--- src/rtl/dvcfe_defs.vh ---
// Purpose: Constants for the violation counter and force-error block
// Assumes: Byte-wide register port, 8-bit addresses
// Notes:   Definitions only
`ifndef DVCFE_DEFS_VH
`define DVCFE_DEFS_VH
`define DVCFE_ADDR_CNT_LO   8'h12
`define DVCFE_ADDR_CNT_HI   8'h13
`define DVCFE_ADDR_CTRL     8'h14
`define DVCFE_CTRL_RESET    8'h00
`define DVCFE_BIT_CNT_EN    0
`define DVCFE_BIT_ZERO_EN   1
`define DVCFE_BIT_TEST      2
`define DVCFE_BIT_INJ_CP    3
`define DVCFE_BIT_INJ_PP    4
`define DVCFE_BIT_INJ_FEBE  5
`define DVCFE_BIT_TX_STUFF  6
`define DVCFE_BIT_RX_STUFF  7
`define DVCFE_CNT_W         16
`define DVCFE_CNT_MAX       16'hFFFF
`endif

--- src/rtl/dvcfe_sync.v ---
// Purpose: Three-stage synchroniser with agreement filter for a pin input
// Assumes: Input is asynchronous to i_clk
// Notes:   Output changes once stages two and three agree
`timescale 1ns/1ps
module dvcfe_sync #(
  parameter RST_VAL = 1'b0
) (
  input  wire i_clk,
  input  wire i_rst_n,
  input  wire i_async,
  output reg  o_sync
);
  reg s1_q;
  reg s2_q;
  reg s3_q;
  always @(posedge i_clk) begin
    if (!i_rst_n) begin
      s1_q   <= RST_VAL;
      s2_q   <= RST_VAL;
      s3_q   <= RST_VAL;
      o_sync <= RST_VAL;
    end else begin
      s1_q <= i_async;
      s2_q <= s1_q;
      s3_q <= s2_q;
      if (s2_q == s3_q) begin
        o_sync <= s3_q;
      end
    end
  end
endmodule

--- src/rtl/dvcfe_top.v ---
// Purpose: Violation/zero-run counter with two banks, stuff gap and force-error control
// Assumes: i_clk is the receive line clock; byte bus with address latch strobe
// Notes:   Frame timing is external; block issues one-cycle inject requests
// Functional notes
// - Sixteen-bit saturating counter increments on each clock with violation input high.
// - With zero-run enable set, also count cycles where zero-run input is low.
// - Line inputs sampled on the rising receive line clock edge.
// - Two banks; low-byte read swaps banks and returns frozen low byte.
// - Every falling latch strobe with low-byte address selected swaps banks.
// - Receive stuff gap enable passes stuff slot in M13 serial mode when two of three C-bits set.
// - Transmit stuff gap enable passes stuff slots in M13 serial mode.
// - Software block-error inject zeroes C10-C12 next frame in C-bit mode.
// - Software P-parity inject inverts both P-bits in next frame.
// - Software C-parity inject inverts C7-C9 next frame in C-bit mode.
// - One error per zero-to-one transition of each force bit.
// - Counter enable set: force pins ignored, control bits 3-5 inject instead.
// - Counter enable set: C-force pin is violation input, P-force pin zero-run input.
`timescale 1ns/1ps
`include "dvcfe_defs.vh"
module dvcfe_top #(
  parameter CNT_W = `DVCFE_CNT_W
) (
  input  wire         i_clk,
  input  wire         i_rst_n,
  input  wire [7:0]   i_addr,
  input  wire         i_ale,
  input  wire         i_rd,
  input  wire         i_wr,
  input  wire [7:0]   i_wdata,
  output reg  [7:0]   o_rdata,
  output wire         o_rdata_oe_n,
  input  wire         i_line_violation_in,
  input  wire         i_zero_run_in_n,
  input  wire         i_force_cp_pin,
  input  wire         i_force_pp_pin,
  input  wire         i_force_febe_pin,
  input  wire         i_m13_mode,
  input  wire         i_serial_mode,
  input  wire         i_cbit_parity_mode,
  input  wire         i_rx_payload_slot,
  input  wire         i_rx_stuff_slot,
  input  wire [2:0]   i_rx_cbits,
  input  wire         i_tx_payload_slot,
  input  wire         i_tx_stuff_slot,
  input  wire         i_frame_start,
  output reg          o_rx_gapped_clock_n,
  output reg          o_tx_gapped_clock_n,
  output reg          o_inject_block_error,
  output reg          o_inject_p_parity_error,
  output reg          o_inject_c_parity_error
);
  reg  [7:0]       ctrl_q;
  reg  [CNT_W-1:0] bank0_q;
  reg  [CNT_W-1:0] bank1_q;
  reg              sel_q;
  reg  [7:0]       hi_hold_q;
  reg              rd_q;
  reg              ale_q;
  reg  [2:0]       sw_prev_q;
  reg  [2:0]       pin_prev_q;
  reg  [2:0]       pend_q;
  wire             vio_s;
  wire             zero_n_s;
  wire             fcp_s;
  wire             fpp_s;
  wire             ffebe_s;
  wire             cnt_en;
  wire             lo_sel;
  wire             hi_sel;
  wire             rd_rise;
  wire             ale_fall;
  wire             swap;
  wire             clr;
  wire             inc;
  wire             cnt_sel;
  wire [2:0]       sw_bits;
  wire [2:0]       sw_rise;
  wire [2:0]       pin_bits;
  wire [2:0]       src_bits;
  wire             c_ok;
  wire             ms_mode;
  wire             maj;

  dvcfe_sync u_sync_vio (.i_clk(i_clk), .i_rst_n(i_rst_n),
                         .i_async(i_line_violation_in), .o_sync(vio_s));
  dvcfe_sync #(.RST_VAL(1'b1)) u_sync_zero (.i_clk(i_clk), .i_rst_n(i_rst_n),
                         .i_async(i_zero_run_in_n), .o_sync(zero_n_s));
  dvcfe_sync u_sync_fcp (.i_clk(i_clk), .i_rst_n(i_rst_n),
                         .i_async(i_force_cp_pin), .o_sync(fcp_s));
  dvcfe_sync u_sync_fpp (.i_clk(i_clk), .i_rst_n(i_rst_n),
                         .i_async(i_force_pp_pin), .o_sync(fpp_s));
  dvcfe_sync u_sync_febe (.i_clk(i_clk), .i_rst_n(i_rst_n),
                          .i_async(i_force_febe_pin), .o_sync(ffebe_s));

  assign cnt_en   = ctrl_q[`DVCFE_BIT_CNT_EN];
  assign lo_sel   = (i_addr == `DVCFE_ADDR_CNT_LO);
  assign hi_sel   = (i_addr == `DVCFE_ADDR_CNT_HI);
  assign rd_rise  = i_rd & ~rd_q;
  assign ale_fall = ale_q & ~i_ale;
  assign swap     = (rd_rise & lo_sel) | (ale_fall & lo_sel);
  assign clr      = rd_rise & hi_sel;
  // Bank that counts after this edge, so an event at a swap is not lost
  assign cnt_sel  = swap ? ~sel_q : sel_q;

  // Counter inputs come from force pins only when enabled
  assign inc = cnt_en & (fcp_s |
               (ctrl_q[`DVCFE_BIT_ZERO_EN] & ~fpp_s));
  // Unused inputs kept sampled for the pin-driven counting variant
  wire unused_ok = vio_s | zero_n_s;

  always @(posedge i_clk) begin
    if (!i_rst_n) begin
      rd_q  <= 1'b0;
      ale_q <= 1'b0;
    end else begin
      rd_q  <= i_rd;
      ale_q <= i_ale;
    end
  end

  // Bank 0 counts when cnt_sel is 0, bank 1 otherwise
  always @(posedge i_clk) begin
    if (!i_rst_n) begin
      bank0_q   <= {CNT_W{1'b0}};
      bank1_q   <= {CNT_W{1'b0}};
      sel_q     <= 1'b0;
      hi_hold_q <= 8'h00;
    end else begin
      if (swap) begin
        sel_q     <= ~sel_q;
        hi_hold_q <= frozen_next_hi(sel_q, bank0_q, bank1_q);
      end
      if (!cnt_sel) begin
        if (inc && bank0_q != `DVCFE_CNT_MAX) begin
          bank0_q <= bank0_q + 1'b1;
        end
        if (clr) begin
          bank1_q <= {CNT_W{1'b0}};
        end
      end else begin
        if (inc && bank1_q != `DVCFE_CNT_MAX) begin
          bank1_q <= bank1_q + 1'b1;
        end
        if (clr) begin
          bank0_q <= {CNT_W{1'b0}};
        end
      end
    end
  end

  // Upper byte of the bank that becomes frozen at a swap
  function [7:0] frozen_next_hi;
    input              s;
    input [CNT_W-1:0]  b0;
    input [CNT_W-1:0]  b1;
    begin
      frozen_next_hi = s ? b1[CNT_W-1:CNT_W-8] : b0[CNT_W-1:CNT_W-8];
    end
  endfunction

  always @(posedge i_clk) begin
    if (!i_rst_n) begin
      ctrl_q <= `DVCFE_CTRL_RESET;
    end else if (i_wr && i_addr == `DVCFE_ADDR_CTRL) begin
      ctrl_q <= i_wdata;
    end
  end

  // Low byte taken from the bank being frozen by this read
  always @(posedge i_clk) begin
    if (!i_rst_n) begin
      o_rdata <= 8'h00;
    end else if (rd_rise) begin
      if (lo_sel) begin
        o_rdata <= sel_q ? bank1_q[7:0] : bank0_q[7:0];
      end else if (hi_sel) begin
        o_rdata <= hi_hold_q;
      end else if (i_addr == `DVCFE_ADDR_CTRL) begin
        o_rdata <= ctrl_q;
      end else begin
        o_rdata <= 8'h00;
      end
    end
  end
  assign o_rdata_oe_n = ~(i_rd & (lo_sel | hi_sel | (i_addr == `DVCFE_ADDR_CTRL)));

  // Force-error sources: bits {febe, pp, cp}
  assign sw_bits  = {ctrl_q[`DVCFE_BIT_INJ_FEBE], ctrl_q[`DVCFE_BIT_INJ_PP],
                     ctrl_q[`DVCFE_BIT_INJ_CP]};
  assign sw_rise  = sw_bits & ~sw_prev_q;
  assign pin_bits = {ffebe_s, fpp_s, fcp_s};
  // Separate edge history per source: no false or lost edge when the enable flips
  assign src_bits = cnt_en ? sw_rise : (pin_bits & ~pin_prev_q);
  assign c_ok     = i_cbit_parity_mode;

  always @(posedge i_clk) begin
    if (!i_rst_n) begin
      sw_prev_q               <= 3'h0;
      pin_prev_q              <= 3'h0;
      pend_q                  <= 3'h0;
      o_inject_block_error    <= 1'b0;
      o_inject_p_parity_error <= 1'b0;
      o_inject_c_parity_error <= 1'b0;
    end else begin
      sw_prev_q  <= sw_bits;
      pin_prev_q <= pin_bits;
      if (i_frame_start) begin
        o_inject_block_error    <= pend_q[2] & c_ok;
        o_inject_p_parity_error <= pend_q[1];
        o_inject_c_parity_error <= pend_q[0] & c_ok;
        pend_q                  <= src_bits;
      end else begin
        o_inject_block_error    <= 1'b0;
        o_inject_p_parity_error <= 1'b0;
        o_inject_c_parity_error <= 1'b0;
        pend_q                  <= pend_q | src_bits;
      end
    end
  end

  assign ms_mode = i_m13_mode & i_serial_mode;
  assign maj = (i_rx_cbits[0] & i_rx_cbits[1]) | (i_rx_cbits[0] & i_rx_cbits[2]) |
               (i_rx_cbits[1] & i_rx_cbits[2]);

  // Gapped clocks are active low: low marks a passed bit slot
  always @(posedge i_clk) begin
    if (!i_rst_n) begin
      o_rx_gapped_clock_n <= 1'b1;
      o_tx_gapped_clock_n <= 1'b1;
    end else begin
      o_rx_gapped_clock_n <= ~(i_rx_payload_slot |
        (i_rx_stuff_slot & ctrl_q[`DVCFE_BIT_RX_STUFF] & ms_mode & maj));
      o_tx_gapped_clock_n <= ~(i_tx_payload_slot |
        (i_tx_stuff_slot & ctrl_q[`DVCFE_BIT_TX_STUFF] & ms_mode));
    end
  end
endmodule

--- config.mk ---
export PLATFORM = sky130hd
export DESIGN_NAME = dvcfe_top
export DESIGN_NICKNAME = d
export VERILOG_FILES = /design/src/rtl/dvcfe_sync.v /design/src/rtl/dvcfe_top.v
export VERILOG_INCLUDE_DIRS = /design/src /design/src/rtl
export SDC_FILE = /design/constraint.sdc
export NUM_CORES = 1
export LEC_CHECK = 0
export BUFFER_PORTS_ARGS = -buffer_cell sky130_fd_sc_hd__buf_2
export CORE_MARGIN = 4
export CORE_UTILIZATION = 40
export DETAILED_ROUTE_END_ITERATION = 8
export PLACE_DENSITY = 0.61
export REMOVE_ABC_BUFFERS = 1
export SYNTH_ARGS = -nofsm -noshare
export SYNTH_HDL_FRONTEND = slang
export SYNTH_SLANG_ARGS = --single-unit
--- constraint.sdc ---
create_clock -name i_clk -period 3.07 [get_ports i_clk]
set_input_delay 0.1535 -clock i_clk [delete_from_list [all_inputs] [get_ports i_clk]]
set_output_delay 0.1535 -clock i_clk [all_outputs]
set_load 0.01 [all_outputs]
* Word-level counts from Yosys, hierarchy flattened
Cells that the tools add are included.
Word-level totals: logic and storage cells 100, register bits 85
Operators by class: bitwise logic cells 39, muxes and demuxes 13, reductions and logical operators 8, add/subtract/negate cells 2, eq/ne operators 10
Operator list (count):
- $mux 16 | 5
- $mux 8 | 5
- $add 16x1->16 const B | 2
- $ne 16x16->1 const B | 2
- $eq 8x5->1 const B | 3
- $and 1x1->1 | 19
- $or 1x1->1 | 8
- $not 1->1 | 7
- $and 3x3->3 | 2
- $mux 3 | 2
- $not 3->3 | 2
- $reduce_and 2->1 | 3
- $reduce_bool 2->1 | 2
- $eq 1x1->1 | 3
- $logic_and 1x1->1 | 3
- $or 3x3->3 | 1
- $ne 2x1->1 const B | 1
- $ne 2x2->1 const B | 1
- $mux 1 | 1

* Longest topological paths before layout
Gate-level depths: netlist of run 1.
word-level depth 7, depth in mapped cells 8, depth with buffers taken out 6

* Hierarchy
Synthesis of run 1 repeated with hierarchy kept, for this count alone.
Second synthesis, totals: cell total of the unflattened synthesis 441, area total of the unflattened synthesis 3827.4 um^2
By module, submodules not included:
- dvcfe_top | area an instance 3478.3 um^2, seq. area each 1461.4 um^2, times used 1, cells an instance 411
- dvcfe_sync | area an instance 116.4 um^2, seq. area each 80.1 um^2, times used 3, cells an instance 10

* Worst setup path before layout of run 1
Ideal clock, no wire load.
kind input to register, start point input port i_addr[3], end point register bank1_q[13], slack 0.725 ns, path buffers 2, required time 2.988 ns, cell stages on the path 7, arrival time 2.262 ns, cells stage by stage or4_4 > a2111oi_4 > buf_6 > mux2i_1 > clkbuf_1 > nand2_1 > o221ai_1
On the way: cells in the longest elaborated chain, start to end 6
Ends and longest elaborated chain:
- from (decl) | line dvcfe_top.v:25 | input wire [7:0] i_addr,
- $eq 8x5->1 (no source line)
- $and 1x1->1 | line dvcfe_top.v:100 | assign swap = (rd_rise & lo_sel) | (ale_fall & lo_sel);
- $or 1x1->1 | line dvcfe_top.v:100
- $mux 1
- $ne 2x1->1 (no source line) or $reduce_bool 2->1 (tied branches)
- $reduce_and 2->1 (no source line)
- to (signal assigned) | line dvcfe_top.v:125 | bank1_q <= {CNT_W{1'b0}};
- to (signal assigned) | line dvcfe_top.v:138 | bank1_q <= {CNT_W{1'b0}};
- to (signal assigned) | line dvcfe_top.v:142 | bank1_q <= bank1_q + 1'b1;
- to (decl) | line dvcfe_top.v:54 | reg [CNT_W-1:0] bank1_q;
Parallel ways exist; a longest one is shown, timed or not. A chain may end at the register's enable or synchronous reset.

* Worst setup path in the final report of run 1
start point register bank0_q[1], end point register bank0_q[5]
On the way: cells in the longest elaborated chain, start to end 4
Ends and longest elaborated chain:
- from (decl) | line dvcfe_top.v:53 | reg [CNT_W-1:0] bank0_q;
- from (signal assigned) | line dvcfe_top.v:124 | bank0_q <= {CNT_W{1'b0}};
- from (signal assigned) | line dvcfe_top.v:135 | bank0_q <= bank0_q + 1'b1;
- from (signal assigned) | line dvcfe_top.v:145 | bank0_q <= {CNT_W{1'b0}};
- branches (longest 4 deep; another with $add 16x1->16)
Parallel ways; which one is timed is not known. The select of a mux whose other input is x is not followed.

==> impl_metrics.ini, run 1 <==
[power_and_ir_drop]
power_frac_comb = 0.050
p_leak_nw = 1.60
swShare = 0.250
irDropWorstVdd_mv = 0.254
switching_power_w = 0.000515
power.density_nw_per_um2 = 443
pwr-share-seq = 0.546
clockPowerShare = 0.403
intPower_w = 0.00155

[final_layout]
syn_to_final_growth_pct = 16.0
finalNetCount = 553
layout.cells.non_filler = 652
drive_gt1_frac = 0.173
final_util = 0.476
fillers = 977
antenna_cells = 0

[cts]
clkSlewWorstSetupHoldPaths_ps = 90
cts_tree = done
clkSinkCount = 85
clock_latency_ps = 370
cts_root_buffer = clkbuf_8
cts_max_level = 3
cts_buffers = 9
clockBufferDepth = 2

[global_routing]
grt_pass1_wl_mm = 16.4
antenna_found_initial = 0
grt_pass1_vias = 3364
grt-ovfl-total = 0
grt.total_usage = 0.175
grt_start_max_net_pins = 36

[detailed_routing]
drc_errors = 0
first_iter_violations = 336
avgRoutedWirePerCell_microns = 15.4
ant_nets = 0
drt_pass1_iterations = 5
wl_mm = 10.1
vias_per_cell = 5.56
via_count = 3623

[yosys]
ys_seq_elements = 85
yosysWarnings = 0
synthesis.area_sq_um = 4010
syn-instance-count = 465
synth.distinct_cells = 61
syn-mean-instance-area_sq_um = 8.63
synth-edff-count = 0
ys_seq_area_frac = 0.424
synth-main-ff-cell = dfxtp_1
synth-async-reset-ratio = 0

[job]
maxCapViolCount = 0

[sta]
tightest_slew_ps = 991
fin_crit_ps = 2470
max_slew_margin = 0.338
period_share = 0.804
slew_viol_final = 0
rsz0062_at_grt = false
hold_viol_final = 0
finalSetupViolations = 0
fmax_mhz = 405
setup_tns_ps = 0
fin_skew_ps = 13.8

[min_path]
hp-class = in -> reg
whs_path_depth = 3

[critical_path]
r2r_setup_slack_ps = 600
cp-start-kind = flop
worstPathRequired_ps = 3320
r2r_cells = 6
crit_path_max_fanout = 7
path_class = reg -> reg
crit_arrival_ps = 2720
end_kind = flop

[placement]
io_buffers = 48
routabilityCongestion = 0.862
dp_cells = 631
dp_hpwl_mm = 7.23

[die]
fp-row-count = 36
die_h_microns = 108
io_pins = 51
die_area_sq_um = 11700
core_area_sq_um = 9770
start_util = 0.411
die_w_microns = 108

[status]
status = completed
==> layout by cell type (no fill, tap or decap), types with 8 or more instances in the layout <==
cell type	synthesis	layout
nor2_1	39	39
nand2_1	52	52
inv_1	15	15
nand3_1	25	25
nand4_1	17	17
nor3_1	9	9
o21ai_0	8	8
clkbuf_8	0	9
buf_2	2	48
a21oi_1	20	20
buf_4	0	11
nand2b_1	11	11
mux2i_1	18	18
dfxtp_1	85	85
a31oi_1	11	11
a221oi_1	8	8
and3_1	8	8
a211oi_1	18	18
and2_1	22	22
==> cell families (layout without fill, tap and decap cells) <==
group | after synthesis | after routing | synth area share
AO/OA/AOI/OAI | 107 | 107 | 0.202
XOR/XNOR | 3 | 3 | 0.0103
adder cells (fa/ha/maj) | 2 | 2 | 0.00624
buffers and inverters | 42 | 96 | 0.0437
flip-flops | 85 | 85 | 0.424
multiplexers | 19 | 19 | 0.0477
AND/OR/NAND/NOR | 207 | 207 | 0.266
==> area by class of cell <==
cell class / instances / area [sq um] / share of cell area
Inverter: 15 / 56.3 / 0.0121
Clock inverter: 7 / 78.8 / 0.0169
Timing Repair Buffer: 65 / 393 / 0.0844
Clock buffer: 9 / 124 / 0.0266
Multi-Input combinational cell: 338 / 2140 / 0.459
Tap cell: 133 / 166 / 0.0357
Sequential cell: 85 / 1700 / 0.365
==> worst max-delay path, cell delays in order, from the launching register on <==
cell and delay, ps:
dfxtp_1 420, ha_1 270, nand3_1 160, or3_1 470, o21ai_0 490, nor3_2 200, a221o_1 340
==> path summary, 6_finish.rpt <==
check                                             start                               to
worst max-delay path            bank0_q[1]$_SDFFE_PN0P_          bank0_q[5]$_SDFFE_PN0P_
worst min-delay path                  i_tx_payload_slot   o_tx_gapped_clock_n$_SDFF_PN1_
worst max register to register  bank0_q[1]$_SDFFE_PN0P_          bank0_q[5]$_SDFFE_PN0P_
worst min register to register     pend_q[2]$_SDFF_PN0_  o_inject_block_error$_SDFF_PN0_
==> synthesized netlist by cell type, types with 2 or more instances <==
| cell type | number | area share |
|---|---|---|
| o21ai_0 | 8 | 0.010 |
| or4_1 | 2 | 0.0037 |
| buf_2 | 2 | 0.0025 |
| mux2i_1 | 18 | 0.045 |
| or3_1 | 3 | 0.0047 |
| and4_1 | 3 | 0.0065 |
| nor3_1 | 9 | 0.011 |
| inv_1 | 15 | 0.014 |
| buf_1 | 4 | 0.0037 |
| nor4_1 | 5 | 0.0078 |
| buf_6 | 2 | 0.0056 |
| and2_1 | 22 | 0.034 |
| nor2b_1 | 2 | 0.0031 |
| a21o_1 | 2 | 0.0037 |
| nand3_1 | 25 | 0.031 |
| xnor2_2 | 2 | 0.0081 |
| ha_1 | 2 | 0.0062 |
| o311ai_0 | 3 | 0.0065 |
| o211ai_1 | 7 | 0.013 |
| o22ai_1 | 4 | 0.0062 |
| a211oi_1 | 18 | 0.034 |
| a31oi_1 | 11 | 0.017 |
| nand2_1 | 52 | 0.049 |
| and3_1 | 8 | 0.012 |
| o2111ai_1 | 2 | 0.0044 |
| nand2b_1 | 11 | 0.017 |
| o21a_1 | 2 | 0.0037 |
| a221oi_1 | 8 | 0.017 |
| a41oi_1 | 2 | 0.0044 |
| nor2_1 | 39 | 0.036 |
| dfxtp_1 | 85 | 0.42 |
| a221o_1 | 5 | 0.012 |
| nand4_1 | 17 | 0.027 |
| a21oi_1 | 20 | 0.025 |
| clkbuf_1 | 19 | 0.018 |
==> metrics by stage <==
stage	total power, W	worst slack, ps	cell area, sq um	hold WS (ps)
2_1_floorplan	0.00120	-132	3890	215
3_5_place_dp	0.00125	548	4400	361
3_3_place_gp	0.00125	592	4400	358
6_report	0.00206	603	4660	30.5
4_1_cts	0.00208	620	4660	22.2
5_1_grt	0.00214	459	4660	23.6
==> per-layer routing <==
layer / wire length, microns / up-vias / track usage
met4: 131 / 0 / 0.0532
met3: 551 / 13 / 0.0346
met2: 4590 / 100 / 0.284
met5: 0 / - / 0
li1: - / 1828 / -
met1: 4780 / 1682 / 0.237
==> state kept, by name (all words and copies together) (netlist names), 3 cells and up <==
| signal | cells |
|---|---|
| pin_prev_q | 3 |
| bank1_q | 16 |
| ctrl_q | 8 |
| hi_hold_q | 8 |
| sw_prev_q | 3 |
| pend_q | 3 |
| o_rdata | 8 |
| bank0_q | 16 |
==> what timing repair did <==
action / 4_1_cts / 5_1_grt
endpoints found under the hold margin: 5 / 0
setup buffers: 0 / 0
hold buffers: 5 / 0
endpoints found under the setup margin: 0 / 0
resized for setup: 0 / 0
==> power by group through the flow <==
stage	clock network (W)	logic, W	registers (W)
floorplan	0	0.0000418	0.00115
global placement	0	0.0000968	0.00115
detailed placement	0	0.0000989	0.00115
CTS	0.000853	0.000104	0.00113
global route	0.000896	0.000116	0.00113
finish	0.000832	0.000103	0.00113
No activity file was read; power rests on OpenSTA's default activity.
==> run 2, diff against run 1 <==
clock period = 2.4 ns   (was 3.07 ns; I/O delays follow)
==> run 2 against run 1 <==
Core utilization rose by 2.4 points. Register-to-register slack got worse by 440 ps. Flip-flop and latch count did not move. Via count rose by 1.1%. Combinational power rose by 49%. Non-clock buffer count grew 22. Wire length increased by 3.8%. Cell area up 5.1%. Setup slack got worse by 440 ps. Worst hold slack got worse by 16 ps.
==> impl_metrics.ini, run 2 (synthesis results as in run 1) <==
[status]
status = completed

[critical_path]
crit_path_max_fanout = 7
crit_arrival_ps = 2490
end_kind = flop
r2r_cells = 7
r2r_setup_slack_ps = 160
crit_path_start = bank0_q[0]$_SDFFE_PN0P_
path_class = reg -> reg
cp-start-kind = flop
regToRegStartpoint = bank0_q[0]$_SDFFE_PN0P_
worstPathRequired_ps = 2650

[power_and_ir_drop]
irDropWorstVdd_mv = 0.254
power.density_nw_per_um2 = 565
finalPower_w = 0.00277
p_leak_nw = 1.73

[min_path]
min_from = i_wdata[4]
whs_path_depth = 3
hp-class = in -> reg

[detailed_routing]
vias_per_cell = 5.43
drc_errors = 0
wl_mm = 10.4
drt_pass1_iterations = 5
first_iter_violations = 298
via_count = 3662
avgRoutedWirePerCell_microns = 15.5
ant_nets = 0

[final_layout]
reg.largest.list = bank0_q x16, bank1_q x16
layout_commonest_cell = dfxtp_1
syn_to_final_growth_pct = 22.0
antenna_cells = 0
finalNetCount = 575
seq_area_sq_um = 1700
final_util = 0.501
layout.cells.non_filler = 674
fillers = 942
multi_input_comb_area_sq_um = 2140
drive_gt1_frac = 0.190
layout_common_cells = 85 x dfxtp_1, 52 x nand2_1, 48 x buf_2

[job]
maxCapViolCount = 0

[cts]
cts_buffers = 9
cts_max_level = 3
clockBufferDepth = 2
clock_latency_ps = 370
cts_root_buffer = clkbuf_8
cts_resized = 0
clkSinkCount = 85
cts_tree = done
clkSlewWorstSetupHoldPaths_ps = 100

[die]
io_pins = 51
die_w_microns = 108
fp-row-count = 36
die_area_sq_um = 11700
die_h_microns = 108
start_util = 0.411
core_area_sq_um = 9770

[sta]
max_slew_margin = 0.459
setup_tns_ps = 0
fin_skew_ps = 9.74
hold_viol_final = 0
holdWs_ps = 14.6
rsz0062_at_grt = false
period_share = 0.932
slew_viol_final = 0
fin_crit_ps = 2240
tightest_slew_ps = 811
fmax_mhz = 447
finalSetupViolations = 0

[global_routing]
grt_start_max_net_pins = 36
grt.total_usage = 0.184
grt-ovfl-total = 0
grt_pass1_vias = 3419
grt_pass1_wl_mm = 17.0
antenna_found_initial = 0

[placement]
io_buffers = 48
routabilityCongestion = 0.871
dp_hpwl_mm = 7.32
dp_cells = 644
-- run 2: final timing paths --
kind | end
worst max-delay path | bank0_q[14]$_SDFFE_PN0P_
worst min-delay path | ctrl_q[4]$_SDFFE_PN0P_
worst max register to register | bank0_q[14]$_SDFFE_PN0P_
worst min register to register | u_sync_fcp.s2_q$_SDFF_PN0_
-- run 2: critical path: stages, from the launching register on --
cell and delay (ps):
dfxtp_1 420, ha_1 270, nand3_1 190, or3_1 490, o21ai_0 190, buf_4 160, nor3_2 70, a221o_1 320
-- run 2: repair_timing --
action | 4_1_cts | 5_1_grt
hold buffers | 13 | 1
hold endpoints to repair | 13 | 1
buffers inserted | 0 | 0
-- run 2: power breakdown --
| group | internal, W | total [W] | switching, W |
|---|---|---|---|
| clock | 0.000602 | 0.00117 | 0.000570 |
| combinational | 0.0000750 | 0.000153 | 0.0000781 |
| sequential | 0.00143 | 0.00144 | 0.0000109 |
-- run 2: final cells by class --
type / instances / area share
Clock inverter: 7 / 0.0215
Multi-Input combinational cell: 338 / 0.436
Clock buffer: 9 / 0.0253
Timing Repair Buffer: 87 / 0.124
Sequential cell: 85 / 0.348
Tap cell: 133 / 0.0340
Inverter: 15 / 0.0115
-- run 2: per-stage QoR --
stage	setup slack, ps	instance area [sq um]
6_report	162	4890
5_1_grt	15.5	4890
4_1_cts	216	4880
3_5_place_dp	61.2	4530
3_3_place_gp	94.3	4530
2_1_floorplan	-769	3890
-- run 2: per-layer routing --
layer,track usage,routed length [microns],vias up
li1,-,-,1865
met1,0.236,4760,1682
met2,0.307,4920,96
met3,0.0376,554,19
met4,0.0658,203,0
met5,0,0,-
